<file path="src/rtl/core_pkg.sv">
/*
 * shared constants for the stack and indirect pointer core logic.
 * assumes a single instruction clock; every figure here is used by the rtl.
 */
package core_pkg;
    localparam int PC_W = 15;                    // return address width
    localparam int STACK_DEPTH = 16;             // hardware stack entries
    localparam int STACK_PTR_W = 5;              // holds 0..16 occupied count
    localparam int PTR_W = 16;                   // indirect pointer width
    localparam int DATA_W = 8;                   // data path width
    localparam int CTX_W = 8;                    // width of one saved context register
    localparam int CTX_N = 4;                    // number of shadowed core registers
    localparam int NUM_INSTR = 49;               // distinct instructions decoded
    localparam int OPC_W = 6;                    // instruction select code width
    localparam logic [PC_W-1:0] RESET_VEC = 15'h0000;
    localparam logic [PC_W-1:0] IRQ_VEC = 15'h0004;
    localparam int PROG_SEL_BIT = 15;            // pointer bit that selects program memory
    localparam logic [PTR_W-1:0] LINEAR_BASE = 16'h2000; // start of linear ram window
    localparam int BANK_GPR = 80;                // gpr bytes per bank
    localparam int BANK_SIZE = 128;              // bytes per bank
    localparam logic [6:0] GPR_OFS = 7'h20;      // first gpr byte in a bank
    localparam int POWER_CONTROL_REGISTER_OVF_BIT = 7;             // overflow flag position
    localparam int POWER_CONTROL_REGISTER_UNF_BIT = 6;             // underflow flag position
    localparam logic [DATA_W-1:0] POWER_CONTROL_REGISTER_RESET = 8'h00;
    localparam logic [PTR_W-1:0] PTR_RESET = 16'h0000;

    typedef enum logic [1:0] {
        ACC_IDLE = 2'b00,
        ACC_DATA = 2'b01,
        ACC_PROG1 = 2'b10,
        ACC_PROG2 = 2'b11
    } acc_state_t;
endpackage : core_pkg

</file>
<file path="src/rtl/linear_map.sv">
/*
 * maps a pointer value onto a banked data address or a program address.
 * assumes the caller only acts on the outputs in the same cycle.
 */
`timescale 1ns/1ns
module linear_map (
    input wire logic [core_pkg::PTR_W-1:0] ptr_in,  // pointer value
    output logic is_prog_out,                       // pointer aims at program memory
    output logic [core_pkg::PC_W-1:0] prog_addr_out, // program word address
    output logic [12:0] data_addr_out               // banked data address
);
    import core_pkg::*;

    logic [12:0] lin_ofs;
    logic [12:0] bank_num;
    logic [12:0] bank_pos;

    // linear window folds 80-byte gpr chunks into successive banks
    always_comb begin
        lin_ofs = ptr_in[12:0];
        bank_num = lin_ofs / 13'(BANK_GPR);
        bank_pos = lin_ofs - bank_num * 13'(BANK_GPR);
        is_prog_out = ptr_in[PROG_SEL_BIT];
        prog_addr_out = ptr_in[PC_W-1:0];
        if (ptr_in[15:13] == LINEAR_BASE[15:13]) begin
            data_addr_out = 13'(bank_num * 13'(BANK_SIZE) + 13'(GPR_OFS) + bank_pos);
        end else begin
            data_addr_out = ptr_in[12:0];
        end
    end
endmodule : linear_map

</file>
<file path="src/rtl/cpu_stack_and_indirect_core.sv">
/*
 * return stack, interrupt shadow registers and the two indirect pointers.
 * assumes the sequencer issues one push/pop/access request per cycle and
 * holds the instruction while stall_out is high.
 */
`timescale 1ns/1ns
// Contract
// - separate return stack of 16 entries, 15 bits each
// - overflow and underflow set their flags in the power control register
// - with stack reset enabled, overflow or underflow causes a software reset
// - interrupt entry copies core registers to shadows; return restores them
// - two 16-bit pointers reach all file registers and program memory
// - indirect access to program memory costs one extra instruction cycle
// - general ram is addressable linearly across banks through the pointers
// - the decoder accepts 49 distinct instructions
// - interrupt pushes return address and loads pc with 0004h
module cpu_stack_and_indirect_core (
    input wire logic sys_clk_in,                          // instruction clock
    input wire logic rst_b_in,                            // sync reset, active low
    input wire logic [core_pkg::OPC_W-1:0] opcode_in,     // decoded instruction number
    input wire logic call_in,                             // push pc (call)
    input wire logic ret_in,                              // pop to pc (return)
    input wire logic irq_in,                              // interrupt entry
    input wire logic retfie_in,                           // interrupt return
    input wire logic [core_pkg::PC_W-1:0] pc_in,          // return address to push
    input wire logic stack_reset_en_in,                   // stack error reset enable
    input wire logic power_control_register_clr_in,                         // clear both stack flags
    input wire logic [core_pkg::CTX_N*core_pkg::CTX_W-1:0] ctx_in, // live core registers
    input wire logic ptr_wr_in,                           // write a pointer
    input wire logic ptr_sel_in,                          // which pointer
    input wire logic [core_pkg::PTR_W-1:0] ptr_wdata_in,  // pointer write value
    input wire logic ind_acc_in,                          // access through data port
    input wire logic [13:0] prog_word_in,                 // program word fetched
    input wire logic [core_pkg::DATA_W-1:0] data_rd_in,   // data memory read value
    output logic [core_pkg::PC_W-1:0] pc_load_out,        // new pc value
    output logic pc_load_en_out,                          // load pc this cycle
    output logic [core_pkg::CTX_N*core_pkg::CTX_W-1:0] ctx_out, // restored registers
    output logic ctx_restore_out,                         // restore strobe
    output logic [core_pkg::DATA_W-1:0] power_control_register_out,         // power control register
    output logic soft_reset_out,                          // software reset request
    output logic illegal_op_out,                          // opcode not in set
    output logic [core_pkg::PTR_W-1:0] ptr0_out,          // pointer 0
    output logic [core_pkg::PTR_W-1:0] ptr1_out,          // pointer 1
    output logic stall_out,                               // extra cycle in progress
    output logic prog_rd_out,                             // program fetch request
    output logic [core_pkg::PC_W-1:0] prog_addr_out,      // program fetch address
    output logic [12:0] data_addr_out,                    // data memory address
    output logic [core_pkg::DATA_W-1:0] ind_data_out,     // indirect read data
    output logic ind_valid_out                            // indirect data ready
);
    import core_pkg::*;

    logic [PC_W-1:0] stack_mem [STACK_DEPTH];
    logic [STACK_PTR_W-1:0] depth_reg;
    logic push_req;
    logic pop_req;
    logic ovf_ev;
    logic unf_ev;
    logic [DATA_W-1:0] power_control_register_reg;
    logic [CTX_N*CTX_W-1:0] shadow_reg;
    logic [PTR_W-1:0] ptr_reg [2];
    acc_state_t acc_reg;
    acc_state_t acc_next;
    logic [PTR_W-1:0] cur_ptr;
    logic cur_is_prog;
    logic [PC_W-1:0] map_prog_addr;
    logic [12:0] map_data_addr;

    function automatic logic full_chk(input logic [STACK_PTR_W-1:0] d);
        full_chk = (d == STACK_PTR_W'(STACK_DEPTH));
    endfunction : full_chk

    // interrupt entry pushes like a call, returns pop like a return
    assign push_req = call_in | irq_in;
    assign pop_req = ret_in | retfie_in;
    assign ovf_ev = push_req & full_chk(depth_reg);
    // a pop dropped in favour of a push is no underflow
    assign unf_ev = pop_req & !push_req & (depth_reg == '0);

    // stack storage kept apart from data memory; errors do not move depth
    always_ff @(posedge sys_clk_in) begin
        if (!rst_b_in) begin
            depth_reg <= '0;
        end else if (push_req && !ovf_ev) begin
            stack_mem[depth_reg[3:0]] <= pc_in;
            depth_reg <= depth_reg + 1'b1;
        end else if (pop_req && !push_req && !unf_ev) begin
            depth_reg <= depth_reg - 1'b1;
        end
    end

    // pc load: vector on interrupt, top of stack on return
    always_ff @(posedge sys_clk_in) begin
        if (!rst_b_in) begin
            pc_load_out <= RESET_VEC;
            pc_load_en_out <= 1'b0;
        end else if (irq_in) begin
            pc_load_out <= IRQ_VEC;
            pc_load_en_out <= 1'b1;
        end else if (pop_req && !push_req && !unf_ev) begin
            pc_load_out <= stack_mem[4'(depth_reg - 1'b1)];
            pc_load_en_out <= 1'b1;
        end else begin
            pc_load_en_out <= 1'b0;
        end
    end

    // sticky flags; a new error wins over a clear in the same cycle
    always_ff @(posedge sys_clk_in) begin
        if (!rst_b_in) begin
            power_control_register_reg <= POWER_CONTROL_REGISTER_RESET;
        end else begin
            if (ovf_ev) begin
                power_control_register_reg[POWER_CONTROL_REGISTER_OVF_BIT] <= 1'b1;
            end else if (power_control_register_clr_in) begin
                power_control_register_reg[POWER_CONTROL_REGISTER_OVF_BIT] <= 1'b0;
            end
            if (unf_ev) begin
                power_control_register_reg[POWER_CONTROL_REGISTER_UNF_BIT] <= 1'b1;
            end else if (power_control_register_clr_in) begin
                power_control_register_reg[POWER_CONTROL_REGISTER_UNF_BIT] <= 1'b0;
            end
        end
    end
    assign power_control_register_out = power_control_register_reg;

    // reset request registered so it is a clean one-cycle pulse
    always_ff @(posedge sys_clk_in) begin
        if (!rst_b_in) begin
            soft_reset_out <= 1'b0;
        end else begin
            soft_reset_out <= stack_reset_en_in & (ovf_ev | unf_ev);
        end
    end

    // shadows need no stack slots, so context survives deep call chains
    always_ff @(posedge sys_clk_in) begin
        if (!rst_b_in) begin
            shadow_reg <= '0;
            ctx_restore_out <= 1'b0;
        end else begin
            if (irq_in) begin
                shadow_reg <= ctx_in;
            end
            ctx_restore_out <= retfie_in;
        end
    end
    assign ctx_out = shadow_reg;

    // opcode range check against the instruction set size
    always_ff @(posedge sys_clk_in) begin
        if (!rst_b_in) begin
            illegal_op_out <= 1'b0;
        end else begin
            illegal_op_out <= (opcode_in >= OPC_W'(NUM_INSTR));
        end
    end

    // pointer registers, both full width
    always_ff @(posedge sys_clk_in) begin
        if (!rst_b_in) begin
            ptr_reg[0] <= PTR_RESET;
            ptr_reg[1] <= PTR_RESET;
        end else if (ptr_wr_in) begin
            ptr_reg[ptr_sel_in] <= ptr_wdata_in;
        end
    end
    assign ptr0_out = ptr_reg[0];
    assign ptr1_out = ptr_reg[1];
    assign cur_ptr = ptr_reg[ptr_sel_in];

    linear_map u_map (
        .ptr_in(cur_ptr),
        .is_prog_out(cur_is_prog),
        .prog_addr_out(map_prog_addr),
        .data_addr_out(map_data_addr)
    );

    // indirect access sequencing; program reads hold for a second cycle
    always_comb begin
        acc_next = ACC_IDLE;
        case (acc_reg)
            ACC_IDLE: begin
                if (ind_acc_in) begin
                    acc_next = cur_is_prog ? ACC_PROG1 : ACC_DATA;
                end
            end
            ACC_PROG1: acc_next = ACC_PROG2;
            ACC_DATA: acc_next = ACC_IDLE;
            ACC_PROG2: acc_next = ACC_IDLE;
            default: acc_next = ACC_IDLE;
        endcase
    end

    always_ff @(posedge sys_clk_in) begin
        if (!rst_b_in) begin
            acc_reg <= ACC_IDLE;
        end else begin
            acc_reg <= acc_next;
        end
    end

    // the stall covers the extra fetch cycle of a program access
    assign stall_out = (acc_reg == ACC_PROG1);
    assign prog_rd_out = (acc_reg == ACC_PROG1);

    // addresses and read data registered; program reads give the low byte
    always_ff @(posedge sys_clk_in) begin
        if (!rst_b_in) begin
            prog_addr_out <= RESET_VEC;
            data_addr_out <= '0;
            ind_data_out <= '0;
            ind_valid_out <= 1'b0;
        end else begin
            if (ind_acc_in && acc_reg == ACC_IDLE) begin
                prog_addr_out <= map_prog_addr;
                data_addr_out <= map_data_addr;
            end
            ind_valid_out <= (acc_reg == ACC_DATA) || (acc_reg == ACC_PROG2);
            if (acc_reg == ACC_DATA) begin
                ind_data_out <= data_rd_in;
            end else if (acc_reg == ACC_PROG2) begin
                ind_data_out <= prog_word_in[DATA_W-1:0];
            end
        end
    end
endmodule : cpu_stack_and_indirect_core

</file>
<file path="config.mk">
export PLATFORM = sky130hd
export DESIGN_NAME = cpu_stack_and_indirect_core
export DESIGN_NICKNAME = d
export VERILOG_FILES = /design/src/rtl/core_pkg.sv /design/src/rtl/linear_map.sv /design/src/rtl/cpu_stack_and_indirect_core.sv
export SDC_FILE = /design/constraint.sdc
export NUM_CORES = 1
export LEC_CHECK = 0
export ABC_CLOCK_PERIOD_IN_PS = 7200
export BUFFER_PORTS_ARGS = -buffer_cell sky130_fd_sc_hd__buf_4
export CAP_MARGIN = 20
export CORE_MARGIN = 3
export CORE_UTILIZATION = 25
export DETAILED_ROUTE_END_ITERATION = 10
export GPL_ROUTABILITY_DRIVEN = 0
export GPL_TIMING_DRIVEN = 1
export RECOVER_POWER = 100
export SLEW_MARGIN = 5
export SYNTH_ARGS = -nofsm -noshare
export SYNTH_HDL_FRONTEND = slang
export SYNTH_SLANG_ARGS = --single-unit
export TNS_END_PERCENT = 1
</file>
<file path="constraint.sdc">
create_clock -name sys_clk_in -period 7.2 [get_ports sys_clk_in]
set_input_delay 0.36 -clock sys_clk_in [delete_from_list [all_inputs] [get_ports sys_clk_in]]
set_output_delay 0.36 -clock sys_clk_in [all_outputs]
set_load 0.02 [all_outputs]
</file>
==> metrics <==
Synth Area in Compound Gates=8.92%; Worst Setup SP=ptr_reg[1][3]; Max-Cap Viols=4; fin cells=2267; R2R Path End=data_addr_out[12]; Final Hold Viols=0; Crit Path Category=flip-flop to flip-flop; initial antenna violation count=6; H-Tree Depth=2; fill count=6321; Int Power=4.43 mW; power per standard cell area=around 330 nW/um^2; CTS root buf=clkbuf_16; final setup skew=15.6 ps; Largest register FFs=240; Startpoint Class=flip-flop; vias in the first global route=about 10000; Via Count=10437; detailed placement HPWL=roughly 28 mm; initial cell density of the core=between 20% and 30%; Antenna Nets Post-Route=0; Syn-to-layout area delta=22.7%; WL final=43.0 mm; first-pass GRT wire length=64.6 mm; leak pwr=slightly below 7 nW; maximum vdd drop=about 0.00016 V; power share of the combinational group=27.6%; mux contribution to synthesized area=13.1%; Synth top area share=50.7%; Setup violations, final=0; clock buffer depth=3; chip height=~260 um; synthesized area=16100 um^2; slowest stage cell, crit path=fa_1; Yosys reg bits=approximately 370; most frequent cells in the layout=edfxtp_1 (272), clkbuf_1 (159), nor2_1 (121), dfxtp_1 (94), buf_4 (84); Vias/cell=around 4.6; failing checks=max-capacitance violations, max-slew violations; Net Sw Power=2.01 mW; Chip Width=260 um; Post-layout nets=1523; Post-synth ARST share=0%; Synth Flop Type=edfxtp_1; Syn. warnings=0; WP data required=7630 ps; Post-CTS Resized=0; Final Max Slew Viols=165; commonest non-fill, non-tap cell in the layout=edfxtp_1; critical path endpoint=data_addr_out[12]; core area=between 60000 and 70000 um^2; sw frac=between 30 and 40%; dpl cells=around 2200; TritonCTS clock tree=yes; RSZ-0062 raised after global routing=false; library cells used by synthesis=85; Post-Synth Simple-Gate Area=8.35%; Sink Count=366; Syn Inst Count=~1100; main combinational cell family by area after synthesis=multiplexers; buffer and inverter count on the worst path=3; Slew @ Worst Pin=~3000 ps; Worst setup EP type=flip-flop; worst-case reg-to-reg path depth=28; sequential share of the synthesized area=between 60 and 70%; shortest period the worst path allows=~6600 ps; first drt pass iteration count=7; number of core rows=92; Worst EP arrival=6990 ps; area leader, netlist=edfxtp_1; mean area per synthesized cell=14.1 um^2; sequential share of power=between 30 and 40%; Max-slew headroom=-100%; fraction of layout cells with a size suffix above 1=18.5%; worst min path class=input pin to flip-flop; Worst-path clk slew=60 ps; WP depth=28; XOR/XNOR share of the synthesized area=around 1.1%; flop2flop setup slack=roughly 640 ps; per-cell routed wire length=between 15 and 20 um; Peak Freq=0.152 GHz; Die ar.=67500 um^2; Crit path max-delay family=compound AO/OA/AOI/OAI gates; register area=10000 um^2; First DRT Iteration DRCs=673; Residual DRC=0; Ports=between 200 and 250; Worst R2R Start=ptr_reg[1][3]; status=finished with violations; EDFF count, synth=~270; grt total ovfl=0; multi-input logic area=5630 um^2; Num CTS Buffers=42; I/O Buffers=219; Crit Path Max Fanout=9; later-pin clock latency in the skew report=570 ps; largest net degree at the start of global routing=61; Post-Synth Adder-Cell Area=3.15%; TNS Setup=0 ps; Crit path top cell by count=ha_1; Final Cycle Share=91.1%; Worst path max stage delay=490 ps; dominant cells by area after synthesis=edfxtp_1 (51%), dfxtp_1 (12%), mux4_2 (8.4%); Clock Power Share=about 34%; GRT Total Usage=12.5%
## per-stage QoR
step	power (mW)	area, um^2	utilization, %	setup WS [ps]	hold WS (ps)
final	6.44	19800	31.2	640	31.4
after global routing	6.79	19800	31.2	99.7	21.9
after CTS	6.58	20400	32.2	738	0.857
after detailed placement	4.32	18800	29.6	359	472
after global placement	4.30	18800	29.6	460	459
after floorplan	3.80	16100	-	953	459
## synthesized netlist by cell type, types with 3 or more instances
library cell and number:
edfxtp_1 272, nor2_1 121, dfxtp_1 94, mux2i_1 68
mux4_2 60, a211oi_1 55, a21oi_1 43, clkbuf_1 42
and2_1 37, nand2_1 37, inv_1 33, ha_1 30
o21ai_0 20, nor2b_1 19, xnor2_1 17, nand3_1 15
buf_1 12, buf_4 10, nor3_1 10, o21bai_1 8
nand2b_1 7, a22oi_1 6, fa_1 6, a21o_1 5
a31oi_1 5, o211ai_1 5, o22ai_1 5, buf_6 4
inv_2 4, mux2_4 4, xor2_1 4, nand4_1 3
o21a_1 3, o21ai_1 3, o31a_1 3, o31ai_1 3
## repair_timing
item | CTS | global route
setup buffers | 0 | 0
hold buffers | 16 | 0
hold endpoints to repair | 15 | 0
## worst register-to-register path: cells and delay by family, from the launching register on
kind | cells | cell delay (ps)
flip-flops | 1 | 400
buffers and inverters | 3 | 170
AND/OR/NAND/NOR | 5 | 1140
AO/OA/AOI/OAI | 10 | 2160
XOR/XNOR | 2 | 280
adder cells (fa/ha/maj) | 6 | 1860
multiplexers | 2 | 430
## power groups by stage
stage | Clock [mW] | Combinational (mW) | Sequential [mW]
final | 2.22 | 1.78 | 2.44
after global routing | 2.37 | 1.97 | 2.45
after CTS | 2.29 | 1.85 | 2.44
after detailed placement | 0 | 1.83 | 2.49
after global placement | 0 | 1.82 | 2.48
after floorplan | 0 | 1.28 | 2.51
## cells by family after synthesis
family | count (synthesis)
other | 1
adder cells (fa/ha/maj) | 37
AND/OR/NAND/NOR | 273
multiplexers | 133
AO/OA/AOI/OAI | 200
XOR/XNOR | 21
flip-flops | 366
buffers and inverters | 109
## per-layer routing
| metal | up-vias | global-route usage, % | part of all wire, % |
|---|---|---|---|
| li1 | 4822 | - | - |
| met1 | 5183 | 15.4 | 41 |
| met2 | 341 | 21.5 | 49 |
| met3 | 87 | 2.32 | 6.0 |
| met4 | 4 | 5.22 | 3.6 |
| met5 | - | 0 | 0.056 |
## layout make-up
type	count	share of cell area, %
diodes	4	0.0506
clock buffers	50	5.73
clock inverters	26	1.58
inverters	40	0.766
multi-input cells	670	28.5
flip-flops and latches	366	50.8
well taps	846	5.35
repair buffers	265	7.21
## worst min path at each step
| stage | endpoint | from | depth (start not counted) |
|---|---|---|---|
| final | ctx_out[8] | ctx_in[8] | 3 |
| after global routing | ctx_out[30] | ctx_in[30] | 3 |
| after CTS | ctx_out[29] | ctx_in[29] | 3 |
| after detailed placement | data_addr_out[3] | data_addr_out[3] | 2 |
| after global placement | prog_addr_out[3] | prog_addr_out[3] | 2 |
| after floorplan | stack_mem[0][0] | pc_in[0] | 0 |
No activity file was read; power rests on OpenSTA's default activity.
